### src/include/lcd_ext_defs.svh
// constants for the extended instruction page decoder
// What this block does
// - Upper seven bits 0000001 decode as screen pairing; bit 0 picks pairing.
// - Pairing bit clear: columns join straight, 1 with 81 through 80 with 160.
// - Pairing bit set: columns join reversed, 1 with 160 through 80 with 81.
// - Orientation command bit 1: column data 1 to 80, or 80 down to 1.
// - Orientation bit 0, two lines: rows 1..16, icons 17,18; or reversed.
// - Single line: rows 1..8 or 8..1, icons always on row 17.
// - Upper five bits 00001 is icon control: bit2 icon-only, bit1 zero, bit0 direct.
// - Icon-only clear: characters and icons, mux 1:18 or 1:9, target from factor A.
// - Icon-only set: icons only at mux 1:2, target from factor B.
// - Direct mode set: generator off; the direct mode bit is driven out on o_bypass_supply and also gates o_gen_enable.
// - Upper six bits 000100 load thermal slope code; 00,10,01,11 map 0..3.
// - Thermal slope code resets to 00 and holds until rewritten.
// - Upper six bits 010000 load the pump stage code.
// - Stage code 00,01,10 enables one, two, three stages; 11 never written.
// - Bit 7 set: bit 6 picks factor A or B, bits 5..0 written.
// - Selected factor of zero switches the supply generator off.
// - Display off keeps the generator disabled whatever the factors hold.
// - Commands recognised only while the page-select bit is one.
// - Display off: outputs grounded, supply and bias generators off.
`ifndef LCD_EXT_DEFS_SVH
`define LCD_EXT_DEFS_SVH
`define LX_PAIR_OP 7'h01
`define LX_ORIENT_OP 6'h01
`define LX_ICON_OP 5'h01
`define LX_TEMP_OP 6'h04
`define LX_PUMP_OP 6'h10
`define LX_PUMP_BAD 2'h3
`define LX_TC_RST 2'h0
`define LX_PUMP_RST 2'h0
`define LX_STAGES_RST 2'h1
`define LX_FACTOR_RST 6'h00
`define LX_COLS 80
`define LX_ROWS_TWO 16
`define LX_ROWS_ONE 8
`define LX_ICON_ROW_A 17
`define LX_ICON_ROW_B 18
`endif

### src/include/lcd_ext_pkg.sv
// types shared by the extended page decoder
package lcd_ext_pkg;
  typedef enum logic [1:0] {
    MUX_1_18,
    MUX_1_9,
    MUX_1_2
  } mux_ratio_t;
endpackage

### src/include/supply_if.sv
// configuration and results between decoder and supply control
`timescale 1ns/1ps
interface supply_if;
  logic pictogram_only;
  logic bypass_supply;
  logic display_on;
  logic [5:0] factor_a;
  logic [5:0] factor_b;
  logic [1:0] pump_stage_cmd;
  logic gen_enable;
  logic [5:0] gen_target;
  logic [1:0] pump_stages;
  logic outputs_grounded;
  logic bias_enable;
  modport cfg (
    output pictogram_only, bypass_supply, display_on,
    output factor_a, factor_b, pump_stage_cmd,
    input gen_enable, gen_target, pump_stages, outputs_grounded, bias_enable
  );
  modport ctl (
    input pictogram_only, bypass_supply, display_on,
    input factor_a, factor_b, pump_stage_cmd,
    output gen_enable, gen_target, pump_stages, outputs_grounded, bias_enable
  );
endinterface

### src/hdl/supply_ctrl.sv
// supply generator enable, target and stage control
`timescale 1ns/1ps
`include "lcd_ext_defs.svh"
module supply_ctrl (
  // clock and reset
  input wire logic i_clk,
  input wire logic i_nrst,
  // configuration in, results out
  supply_if.ctl sif
);
  logic [5:0] sel_factor;

  // mode picks which factor drives the target
  assign sel_factor = sif.pictogram_only ? sif.factor_b : sif.factor_a;

  always_ff @(posedge i_clk or negedge i_nrst) begin
    if (!i_nrst) begin
      sif.gen_enable <= 1'b0;
      sif.gen_target <= `LX_FACTOR_RST;
    end else begin
      sif.gen_target <= sel_factor;
      // off in direct mode, on zero factor, and while display is off
      sif.gen_enable <= sif.display_on && !sif.bypass_supply
                        && (sel_factor != 6'h00);
    end
  end

  always_ff @(posedge i_clk or negedge i_nrst) begin
    if (!i_nrst) begin
      sif.pump_stages <= `LX_STAGES_RST;
    end else if (sif.pump_stage_cmd != `LX_PUMP_BAD) begin
      sif.pump_stages <= sif.pump_stage_cmd + 2'h1;
    end
  end

  always_ff @(posedge i_clk or negedge i_nrst) begin
    if (!i_nrst) begin
      sif.outputs_grounded <= 1'b1;
      sif.bias_enable <= 1'b0;
    end else begin
      sif.outputs_grounded <= !sif.display_on;
      sif.bias_enable <= sif.display_on;
    end
  end
endmodule

### src/hdl/lcd_extended_config_decoder.sv
// extended page instruction decoder and configuration holder
`timescale 1ns/1ps
`include "lcd_ext_defs.svh"
module lcd_extended_config_decoder #(
  parameter int N_COLS = `LX_COLS,
  parameter int N_ROWS = `LX_ROWS_TWO
) (
  // clock and reset
  input wire logic i_clk,
  input wire logic i_nrst,
  // instruction byte from the host interface logic
  input wire logic i_instr_stb,
  input wire logic i_rs,
  input wire logic i_rw,
  input wire logic [7:0] i_instr,
  // state held by the basic page
  input wire logic i_page_ext,
  input wire logic i_display_on,
  input wire logic i_single_row_layout,
  input wire logic i_low_mux,
  // mapping queries from the display scan
  input wire logic [6:0] i_col,
  input wire logic [4:0] i_row_slot,
  // held configuration
  output logic o_pair_reversed,
  output logic o_col_reversed,
  output logic o_row_reversed,
  output logic o_pictogram_only,
  output logic o_bypass_supply,
  output logic [1:0] o_thermal_slope_sel,
  output logic [1:0] o_thermal_coeff,
  output logic [1:0] o_pump_stage_cmd,
  output logic [5:0] o_factor_a,
  output logic [5:0] o_factor_b,
  output lcd_ext_pkg::mux_ratio_t o_mux_ratio,
  output logic o_cmd_reject,
  // mapping answers
  output logic [7:0] o_col_partner,
  output logic [6:0] o_col_drive,
  output logic [4:0] o_row_drive,
  // supply control
  output logic o_gen_enable,
  output logic [5:0] o_gen_target,
  output logic [1:0] o_pump_stages,
  output logic o_outputs_grounded,
  output logic o_bias_enable
);

  if (N_COLS != `LX_COLS || N_ROWS != `LX_ROWS_TWO) begin : g_chk
    $error("column and row counts are fixed by the pairing scheme");
  end

  localparam logic [7:0] COLS8 = 8'(N_COLS);
  localparam logic [4:0] ROWS5 = 5'(N_ROWS);
  localparam logic [4:0] ROWS1 = 5'(`LX_ROWS_ONE);
  localparam logic [4:0] ICON_A = 5'(`LX_ICON_ROW_A);
  localparam logic [4:0] ICON_B = 5'(`LX_ICON_ROW_B);

  // instruction qualification

  logic wr;
  logic is_factor;
  logic is_pair;
  logic is_orient;
  logic is_icon;
  logic is_temp;
  logic is_pump;
  logic bad_icon;
  logic bad_pump;

  // only instruction writes on the extended page count
  assign wr = i_instr_stb && !i_rs && !i_rw && i_page_ext;

  assign is_factor = wr && i_instr[7];
  assign is_pair = wr && (i_instr[7:1] == `LX_PAIR_OP);
  assign is_orient = wr && (i_instr[7:2] == `LX_ORIENT_OP);
  assign is_icon = wr && (i_instr[7:3] == `LX_ICON_OP);
  assign is_temp = wr && (i_instr[7:2] == `LX_TEMP_OP);
  assign is_pump = wr && (i_instr[7:2] == `LX_PUMP_OP);

  // illegal fixed bit or forbidden stage code is not taken
  assign bad_icon = is_icon && i_instr[1];
  assign bad_pump = is_pump && (i_instr[1:0] == `LX_PUMP_BAD);

  // configuration fields, each written only by its own command

  always_ff @(posedge i_clk or negedge i_nrst) begin
    if (!i_nrst) begin
      o_pair_reversed <= 1'b0;
    end else if (is_pair) begin
      o_pair_reversed <= i_instr[0];
    end
  end

  always_ff @(posedge i_clk or negedge i_nrst) begin
    if (!i_nrst) begin
      o_col_reversed <= 1'b0;
      o_row_reversed <= 1'b0;
    end else if (is_orient) begin
      o_col_reversed <= i_instr[1];
      o_row_reversed <= i_instr[0];
    end
  end

  always_ff @(posedge i_clk or negedge i_nrst) begin
    if (!i_nrst) begin
      o_pictogram_only <= 1'b0;
      o_bypass_supply <= 1'b0;
    end else if (is_icon && !bad_icon) begin
      o_pictogram_only <= i_instr[2];
      o_bypass_supply <= i_instr[0];
    end
  end

  always_ff @(posedge i_clk or negedge i_nrst) begin
    if (!i_nrst) begin
      o_thermal_slope_sel <= `LX_TC_RST;
      o_thermal_coeff <= `LX_TC_RST;
    end else if (is_temp) begin
      o_thermal_slope_sel <= i_instr[1:0];
      // code bits are weighted low first
      o_thermal_coeff <= {i_instr[0], i_instr[1]};
    end
  end

  always_ff @(posedge i_clk or negedge i_nrst) begin
    if (!i_nrst) begin
      o_pump_stage_cmd <= `LX_PUMP_RST;
    end else if (is_pump && !bad_pump) begin
      o_pump_stage_cmd <= i_instr[1:0];
    end
  end

  always_ff @(posedge i_clk or negedge i_nrst) begin
    if (!i_nrst) begin
      o_factor_a <= `LX_FACTOR_RST;
      o_factor_b <= `LX_FACTOR_RST;
    end else if (is_factor) begin
      if (i_instr[6]) begin
        o_factor_b <= i_instr[5:0];
      end else begin
        o_factor_a <= i_instr[5:0];
      end
    end
  end

  always_ff @(posedge i_clk or negedge i_nrst) begin
    if (!i_nrst) begin
      o_cmd_reject <= 1'b0;
    end else begin
      o_cmd_reject <= bad_icon || bad_pump;
    end
  end

  // multiplex ratio follows the drive mode

  always_ff @(posedge i_clk or negedge i_nrst) begin
    if (!i_nrst) begin
      o_mux_ratio <= lcd_ext_pkg::MUX_1_18;
    end else if (o_pictogram_only) begin
      o_mux_ratio <= lcd_ext_pkg::MUX_1_2;
    end else if (i_low_mux) begin
      o_mux_ratio <= lcd_ext_pkg::MUX_1_9;
    end else begin
      o_mux_ratio <= lcd_ext_pkg::MUX_1_18;
    end
  end

  // column pairing and column order; zero marks an invalid query

  logic col_ok;
  logic [7:0] col8;

  assign col_ok = (i_col != 7'h00) && ({1'b0, i_col} <= COLS8);
  assign col8 = {1'b0, i_col};

  always_ff @(posedge i_clk or negedge i_nrst) begin
    if (!i_nrst) begin
      o_col_partner <= 8'h00;
    end else if (!col_ok) begin
      o_col_partner <= 8'h00;
    end else if (o_pair_reversed) begin
      o_col_partner <= COLS8 + COLS8 + 8'h01 - col8;
    end else begin
      o_col_partner <= col8 + COLS8;
    end
  end

  always_ff @(posedge i_clk or negedge i_nrst) begin
    if (!i_nrst) begin
      o_col_drive <= 7'h00;
    end else if (!col_ok) begin
      o_col_drive <= 7'h00;
    end else if (o_col_reversed) begin
      o_col_drive <= 7'(COLS8 + 8'h01 - col8);
    end else begin
      o_col_drive <= i_col;
    end
  end

  // row order: slots below the row count are text, then two icon slots (single line: slot 16 only)

  logic [4:0] row_next;

  always_comb begin
    row_next = 5'h00;
    if (i_single_row_layout) begin
      if (i_row_slot < ROWS1) begin
        row_next = o_row_reversed ? ROWS1 - i_row_slot
                                  : i_row_slot + 5'h01;
      end else if (i_row_slot == ROWS5) begin
        row_next = ICON_A;
      end
    end else begin
      if (i_row_slot < ROWS5) begin
        row_next = o_row_reversed ? ROWS5 - i_row_slot
                                  : i_row_slot + 5'h01;
      end else if (i_row_slot == ROWS5) begin
        row_next = o_row_reversed ? ICON_B : ICON_A;
      end else if (i_row_slot == ROWS5 + 5'h01) begin
        row_next = o_row_reversed ? ICON_A : ICON_B;
      end
    end
  end

  always_ff @(posedge i_clk or negedge i_nrst) begin
    if (!i_nrst) begin
      o_row_drive <= 5'h00;
    end else begin
      o_row_drive <= row_next;
    end
  end

  // supply control

  supply_if sif ();

  assign sif.pictogram_only = o_pictogram_only;
  assign sif.bypass_supply = o_bypass_supply;
  assign sif.display_on = i_display_on;
  assign sif.factor_a = o_factor_a;
  assign sif.factor_b = o_factor_b;
  assign sif.pump_stage_cmd = o_pump_stage_cmd;

  supply_ctrl u_supply (
    .i_clk(i_clk),
    .i_nrst(i_nrst),
    .sif(sif.ctl)
  );

  assign o_gen_enable = sif.gen_enable;
  assign o_gen_target = sif.gen_target;
  assign o_pump_stages = sif.pump_stages;
  assign o_outputs_grounded = sif.outputs_grounded;
  assign o_bias_enable = sif.bias_enable;
endmodule

### config.mk
export PLATFORM = sky130hd
export DESIGN_NAME = lcd_extended_config_decoder
export DESIGN_NICKNAME = d
export VERILOG_FILES = /design/src/include/lcd_ext_pkg.sv /design/src/include/supply_if.sv /design/src/hdl/supply_ctrl.sv /design/src/hdl/lcd_extended_config_decoder.sv
export VERILOG_INCLUDE_DIRS = /design/src /design/src/include
export SDC_FILE = /design/constraint.sdc
export NUM_CORES = 1
export LEC_CHECK = 0
export BUFFER_PORTS_ARGS = -buffer_cell sky130_fd_sc_hd__buf_2
export CORE_MARGIN = 5
export CORE_UTILIZATION = 46
export DETAILED_ROUTE_END_ITERATION = 8
export PLACE_DENSITY = 0.76
export SETUP_SLACK_MARGIN = 0.3
export SYNTH_ARGS = -nofsm -noshare
export SYNTH_HDL_FRONTEND = slang
export SYNTH_SLANG_ARGS = --single-unit
### constraint.sdc
create_clock -name i_clk -period 1.6 [get_ports i_clk]
set_clock_uncertainty 0.15 [all_clocks]
set_input_delay 0.24 -clock i_clk [delete_from_list [all_inputs] [get_ports i_clk]]
set_output_delay 0.24 -clock i_clk [all_outputs]
set_load 0.03 [all_outputs]
**After elaboration in Yosys (flattened, before gate mapping)**

Index checks and enable logic that the tools add are counted.
W data, S select, Z words.

- Equal/unequal tests: 9
- Add/subtract/negate cells: 7
- Reduce and logical (&&, ||, !) cells: 27
- Bitwise gates (word level): 1
- Order comparisons: 3
- Multiplexer cells: 17

Operators by type and width:

| operator | number |
|---|---|
| $mux W5 | 8 |
| $logic_and A1 B1 Y1 | 16 |
| $mux W8 | 2 |
| $mux W7 | 2 |
| $eq A5 B5 Y1 const B | 2 |
| $add A7 B7 Y8 const B | 1 |
| $sub A8 B7 Y8 const A | 1 |
| $eq A7 B1 Y1 const B | 1 |
| $le A7 B7 Y1 const B | 1 |
| $reduce_bool A7 Y1 | 1 |
| $sub A7 B7 Y7 const A | 1 |
| $eq A6 B1 Y1 const B | 1 |
| $eq A6 B3 Y1 const B | 1 |
| $eq A6 B5 Y1 const B | 1 |
| $logic_not A1 Y1 | 6 |
| $mux W2 | 3 |
| $mux W6 | 1 |
| $reduce_bool A6 Y1 | 1 |
| $add A5 B1 Y5 const B | 1 |
| $eq A5 B1 Y1 const B | 1 |
| $lt A5 B4 Y1 const B | 1 |
| $lt A5 B5 Y1 const B | 1 |
| $sub A4 B5 Y5 const A | 1 |
| $sub A5 B5 Y5 const A | 1 |
| 7 further kinds | 8 |

- Input port bits: 29
- Register bits after elaboration: 57

**Longest topological paths before layout**

Gate-level depths: netlist of run 1.

- Depth after elaboration: 8
- Mapped depth: 9
- Mapped depth without buffers: 8

**Modules after synthesis**

From an unflattened synthesis of run 1, not the netlist that was laid out.

- Cells, all modules: 247
- Area total of the unflattened synthesis: 2,731.4 µm²

By module, submodules not included:

| module | area each (µm²) | instances | sequential area each (µm²) | cells each |
|---|---|---|---|---|
| lcd_extended_config_decoder | 2,288.4 | 1 | 1,076.0 | 216 |
| supply_ctrl | 442.9 | 1 | 277.8 | 31 |

**Worst setup path after synthesis of run 1**

OpenSTA, ideal clock, no wires.

- Path type: input -> register
- Start: input i_row_slot[0]
- End: register o_row_drive[4]
- Library setup time: 0.141 ns
- Stages: 9
- Buffers on the path: 1
- Arrival time: 1.782 ns
- Data required time: 1.309 ns
- Path slack: -0.473 ns
- Cells stage by stage: buf_2 inv_1 ha_1 nor3b_1 ha_1 or2_2 a31o_2 nor4_1 a31oi_1

- Longest elaborated chain between the ends: 5
- Elaborated cells on any way between the ends: 15
- Classes of those cells: add/sub (3); order compare (2); eq/ne (2); mux (8)

Ends and longest elaborated chain:

| element | RTL line | text |
|---|---|---|
| from (decl) | lcd_extended_config_decoder.sv:23 | `input wire logic [4:0] i_row_slot,` |
| parallel branches: the longest is 4 deep, another holds $add A5 B1 Y5 | - |  |
| $mux W5 (*) | lcd_extended_config_decoder.sv:207 | `if (i_single_row_layout) begin` |
| net row_next[4] | lcd_extended_config_decoder.sv:203 | `logic [4:0] row_next;` |
| to (signal assigned) | lcd_extended_config_decoder.sv:230 | `o_row_drive <= row_next;` |
| to (decl) | lcd_extended_config_decoder.sv:40 | `output logic [4:0] o_row_drive,` |

Mark *: on every way through the listed nets, which the timed path passes.
A chain may end at the register's enable or synchronous reset.

**Final worst setup path of run 1**

Ends and elaborated chain as after synthesis.

==> flow_metrics.py, run 1 <==
metrics = {
    "pwr": {
        "p_leak_nw": 2.03,
        "ir_drop_v": 0.000648,
        "powerDensity_nw_per_um2": 867,
    },
    "logic_synthesis": {
        "synth_top_area_frac": 0.491,
        "async_reset_ff_frac": 1.00,
        "syn-cell-area_sq_um": 2650,
        "syn_area_per_cell_sq_um": 11.2,
        "synth_edf_count": 0,
        "ys.flop_type": "dfrtp_1",
        "syn-num-nets": 276,
        "netlist_instances": 237,
        "synth_seq_cells": 54,
        "synth.distinct_cells": 48,
        "synth_area_leaders": "dfrtp_1 (49%), mux2_2 (11%), ha_1 (4.7%)",
        "ys_seq_area_frac": 0.511,
        "synth_largest_area_cell": "dfrtp_1",
        "yosys_warnings": 0,
    },
    "grt": {
        "grt_max_degree": 55,
        "grt_use_met3": 0.0461,
        "grt.met1_usage": 0.246,
        "overflow": 0,
        "track_usage": 0.204,
        "grt_pass1_vias": 2378,
        "antenna_found_initial": 0,
        "top_usage_layer": "met2",
        "met2_usage": 0.355,
        "grt_pass1_wl_mm": 11.9,
    },
    "floorplanning": {
        "initial_utilization": 0.478,
        "io_pins": 86,
        "die_h_um": 85.9,
        "rows": 27,
        "die-area_sq_um": 7380,
        "core_sq_um": 5540,
        "die_x_um": 85.9,
    },
    "final_layout": {
        "mostFrequentLayoutCell": "buf_2",
        "final_cell_area_sq_um": 4330,
        "num_antenna_cells": 0,
        "layoutNonFillerInstCount": 442,
        "syn_to_final_growth_pct": 63.2,
        "final_nets": 408,
        "final_layout_size_suffix_gt1_frac": 0.619,
        "layout_common_cells": "buf_2 (52), dfrtp_1 (46), buf_4 (41)",
    },
    "critical_path": {
        "rrSetupSlack_ns": 0.08,
        "end_kind": "register",
        "worstPathMaxFanout": 4,
        "reg2reg_depth": 4,
        "critical_path_class": "primary input to register",
        "crit_required_ns": 1.64,
        "cp.arrival_ns": 1.60,
        "critPathLaunchType": "primary input",
        "critical_path.reg2reg.endpoint": "o_row_drive[4]",
        "rr_startpoint": "o_row_reversed",
    },
    "clocking": {
        "clkTransAtPathRegs_ns": 0.11,
        "clock_path_buffers": 2,
        "cts.sinks": 54,
        "htree_levels": 2,
        "clkLatencyLatePin_ns": 0.31,
        "cts_tree": "built",
        "cts_root_buf": "clkbuf_8",
        "cts_made_buffers": 5,
    },
    "timing": {
        "hold_viol": 0,
        "period_share": 0.973,
        "whs_ns": 0.0453,
        "slew_headroom": 0.753,
        "worstMarginPinSlew_ns": 0.367,
        "finalSetupViolCount": 0,
        "rsz0062_at_grt": "yes",
        "fin_crit_ns": 1.56,
        "drv_slew": 0,
        "clock.fmax_mhz": 642,
    },
    "hold_path": {
        "whs_endpoint": "o_factor_b[5]",
        "hold_class": "primary input to register",
        "hp-start": "i_instr[5]",
        "whs_path_depth": 2,
    },
    "placement": {
        "post_dp_cell_area_sq_um": 3500,
        "dp_hpwl_mm": 4.81,
        "port_buffers": 85,
        "gp_congestion": 0.888,
        "dp.cells": 413,
    },
    "detailed_routing": {
        "antenna_left": 0,
        "drcViolationCount": 0,
        "post_drt_via_cell_ratio": 5.37,
        "routedWlPerCell_um": 17.2,
        "drtIter0Drc": 95,
        "vias": 2374,
        "drt-pass1-iter-count": 4,
        "drt-total-wl_mm": 7.59,
    },
    "job": {
        "max-cap-violations": 0,
    },
    "outcome": {
        "status": "complete, no violations",
    },
}
cell families (layout without fill, tap and decap cells):
family,after synthesis,in the layout,share of synthesized area
flops,54,54,0.511
xor+xnor,10,10,0.0330
buf+inv,28,161,0.0472
compound gates,33,33,0.0873
fa+ha+maj,10,10,0.0472
mux,30,30,0.126
simple gates,72,72,0.148
per-layer routing:
| metal | part of all wire | vias to the layer above |
|---|---|---|
| met1 | 0.39 | 1183 |
| li1 | - | 1091 |
| met3 | 0.052 | 19 |
| met4 | 0.030 | 0 |
| met5 | 0 | - |
| met2 | 0.53 | 81 |
sequential cells by signal, indices dropped and copies added (netlist names):
name                           count
o_row_drive                        5
u_supply.sif.gen_enable            1
o_col_reversed                     1
u_supply.sif.pump_stages           2
u_supply.sif.bias_enable           1
o_row_reversed                     1
o_factor_a                         6
o_pump_stage_cmd                   2
o_bypass_supply                    1
o_mux_ratio                        2
u_supply.sif.outputs_grounded      1
o_pair_reversed                    1
o_factor_b                         6
o_col_drive                        7
o_thermal_coeff                    1
o_cmd_reject                       1
o_col_partner                      7
o_pictogram_only                   1
u_supply.sif.gen_target            6
o_thermal_slope_sel                1
critical path, cell delays in order:
cell	delay (ns)
buf_8	0.09
inv_6	0.03
ha_4	0.15
nor3b_4	0.14
ha_2	0.18
or2_4	0.25
a31o_4	0.22
nor4_4	0.24
a31oi_1	0.06
cells in the mapped netlist (2+ instances only):
cell       n
nor2b_1    6
or3_1      2
nand3_1    4
dfrtp_1   52
clkbuf_1   9
nor3_1     3
o22a_1     2
a31oi_1    4
a21oi_1    7
buf_4      3
a211oi_1   3
ha_1      10
or3b_2     4
mux2_2    27
nand4b_1   2
nor3b_1    2
o21ai_0    4
o21a_1     2
mux2i_1    3
dfstp_2    2
nand2_1    7
nand2b_1   3
inv_1     13
nor2_1    26
nor4_1     5
xnor2_1   10
through the flow:
stage                     power [W]  setup TNS, ns  setup WS (ns)   util
after floorplan             0.00218         -0.718         -0.189      -
after global placement      0.00251          -3.97         -0.315  0.633
after detailed placement    0.00253          -4.83         -0.412  0.633
after CTS                   0.00363              0         0.0568  0.739
after global routing        0.00391       -0.00821       -0.00821  0.781
final                       0.00375              0         0.0431  0.781
how the worst max path moves through the flow:
stage	start	end	slack (ns)
5_1_grt	i_row_slot[0]	o_row_drive[0]	-0.008
4_1_cts	i_row_slot[0]	o_row_drive[4]	0.06
6_report	i_row_slot[0]	o_row_drive[4]	0.04
3_3_place_gp	i_row_slot[1]	o_row_drive[1]	-0.32
3_5_place_dp	i_row_slot[1]	o_row_drive[1]	-0.41
2_1_floorplan	i_row_slot[0]	o_row_drive[4]	-0.19
area by class of cell:
class	count	area [sq um]
Sequential cell	54	1360
Fill cell	346	1210
Clock buffer	5	68.8
Timing Repair Buffer	140	1150
Multi-Input combinational cell	155	1520
Tap cell	72	90.1
Inverter	13	80.1
Clock inverter	3	47.5
report_power, final:
| part | switching, W | internal, W | total, W | leakage, nW |
|---|---|---|---|---|
| Clock | 0.000476 | 0.000475 | 0.000951 | 0.0587 |
| Combinational | 0.000669 | 0.000535 | 0.00120 | 1.29 |
| Sequential | 0.0000905 | 0.00150 | 0.00160 | 0.687 |
timing repair:
item | 4_1_cts | 5_1_grt
pin swaps | 12 | 6
resized for setup | 81 | 62
endpoints found under the hold margin | 55 | 0
setup buffers | 14 | 3
cloned | 1 | 0
hold buffers | 3 | 0
setup endpoints to repair | 43 | 68
(Power assumes the default switching activity.)
==> run 2: changes to the inputs <==
Settings changed: BUFFER_PORTS_ARGS -buffer_cell sky130_fd_sc_hd__buf_2 to -buffer_cell sky130_fd_sc_hd__clkbuf_2.
==> flow_metrics.py, run 2 (synthesis gave the netlist of run 1 again) <==
metrics = {
    "final_layout": {
        "largestRegisters": "o_col_drive x7, o_col_partner x7",
        "layout_common_cells": "buf_4 (50), clkbuf_2 (46), dfrtp_1 (45)",
        "syn_to_final_growth_pct": 65.9,
        "final_layout_size_suffix_gt1_frac": 0.630,
        "seq_area_sq_um": 1360,
        "final_cell_area_sq_um": 4400,
        "final_nets": 414,
        "num_antenna_cells": 0,
        "layoutNonFillerInstCount": 448,
        "mostFrequentLayoutCell": "buf_4",
        "nFillCells": 338,
        "multiInputGateArea_sq_um": 1490,
    },
    "timing": {
        "drv_slew": 0,
        "period_share": 0.967,
        "rsz0062_at_grt": "yes",
        "hold_viol": 0,
        "whs_ns": 0.0436,
        "finalSetupViolCount": 0,
        "slew_headroom": 0.751,
        "fin_crit_ns": 1.55,
        "clock.fmax_mhz": 647,
        "worstMarginPinSlew_ns": 0.371,
        "setup_tns_ns": 0,
    },
    "grt": {
        "overflow": 0,
        "grt_pass1_wl_mm": 12.0,
        "antenna_found_initial": 0,
        "grt_max_degree": 55,
        "track_usage": 0.206,
        "grt_pass1_vias": 2414,
    },
    "clocking": {
        "cts_root_buf": "clkbuf_8",
        "clkLatencyLatePin_ns": 0.31,
        "cts_tree": "built",
        "htree_levels": 2,
        "clock_path_buffers": 2,
        "cts_made_buffers": 5,
        "clkTransAtPathRegs_ns": 0.10,
        "cts.sinks": 54,
    },
    "placement": {
        "dp_hpwl_mm": 4.72,
        "gp_congestion": 0.907,
        "post_dp_cell_area_sq_um": 3490,
        "port_buffers": 85,
        "dp.cells": 413,
    },
    "detailed_routing": {
        "antenna_left": 0,
        "routedWlPerCell_um": 17.3,
        "post_drt_via_cell_ratio": 5.20,
        "vias": 2330,
        "drt-pass1-iter-count": 4,
        "drt-total-wl_mm": 7.73,
        "drcViolationCount": 0,
        "drtIter0Drc": 178,
    },
    "floorplanning": {
        "io_pins": 86,
        "rows": 27,
        "die_x_um": 85.9,
        "core_sq_um": 5540,
        "die-area_sq_um": 7380,
        "initial_utilization": 0.478,
        "die_h_um": 85.9,
    },
    "hold_path": {
        "whs_endpoint": "o_factor_a[5]",
        "whs_path_depth": 2,
        "hp-start": "i_instr[5]",
        "hold_class": "primary input to register",
    },
    "critical_path": {
        "rrSetupSlack_ns": 0.05,
        "reg2reg_depth": 4,
        "rr_startpoint": "o_row_reversed",
        "critical_path_class": "register to register",
        "end_kind": "register",
        "cp.arrival_ns": 1.63,
        "critical_path.reg2reg.endpoint": "o_row_drive[4]",
        "crit_required_ns": 1.69,
        "worstPathMaxFanout": 5,
        "critPathLaunchType": "register",
    },
    "pwr": {
        "p_leak_nw": 2.06,
        "powerDensity_nw_per_um2": 836,
        "ir_drop_v": 0.000618,
    },
    "outcome": {
        "status": "complete, no violations",
    },
    "job": {
        "max-cap-violations": 0,
    },
}
-- run 2: changes by cell type in the layout (fill, tap and decap cells not counted), sizes merged --
| cell | change |
|---|---|
| bufinv | -1 |
| buf | -43 |
| inv | -1 |
| clkbuf | +49 |
| clkinv | +2 |
-- run 2: area by class of cell --
type / count / area share
sequential: 54 / 0.310
tap: 72 / 0.0205
clock inverter: 3 / 0.00655
inverter: 13 / 0.0211
clock buffer: 5 / 0.0157
multi-input combinational: 155 / 0.339
timing repair buffer: 146 / 0.287
-- run 2: timing repair --
action	4_1_cts	5_1_grt
cloned	1	1
resized for setup	80	82
endpoints found under the hold margin	56	0
buffers inserted	15	7
pin swaps	14	8
hold buffers	3	0
endpoints found under the setup margin	52	61
-- run 2: critical path: stages, from the launching register on --
cell and delay (ns):
dfrtp_2 0.43, buf_6 0.15, clkinvlp_4 0.15, a2111o_1 0.39
a31oi_1 0.19
-- run 2: worst max-delay path by stage --
stage,start,endpoint
after CTS,o_row_reversed,o_row_drive[3]
after global routing,i_row_slot[1],o_row_drive[4]
after detailed placement,i_row_slot[1],o_row_drive[1]
final,o_row_reversed,o_row_drive[4]
after global placement,i_row_slot[1],o_row_drive[1]
after floorplan,i_row_slot[0],o_row_drive[4]
-- run 2: metal layers --
layer	vias to the layer above	global-route usage	routed length (um)
met1	1144	0.253	3040
met2	78	0.359	4200
li1	1099	-	-
met3	9	0.0307	357
met5	-	0	0
met4	0	0.0820	134
-- run 2: metrics by stage --
step | worst slack, ns | util | power, W
after global routing | 0.0339 | 0.794 | 0.00384
after global placement | -0.320 | 0.630 | 0.00250
after CTS | 0.0903 | 0.741 | 0.00355
final | 0.0536 | 0.794 | 0.00368
after detailed placement | -0.361 | 0.630 | 0.00252
after floorplan | -0.189 | - | 0.00218
-- run 2: where the power goes --
group | internal [W] | leakage (nW) | switching, W
clock | 0.000329 | 0.0506 | 0.000502
sequential | 0.00150 | 0.685 | 0.0000951
combinational | 0.000570 | 1.33 | 0.000674
total | 0.00240 | 2.06 | 0.00127
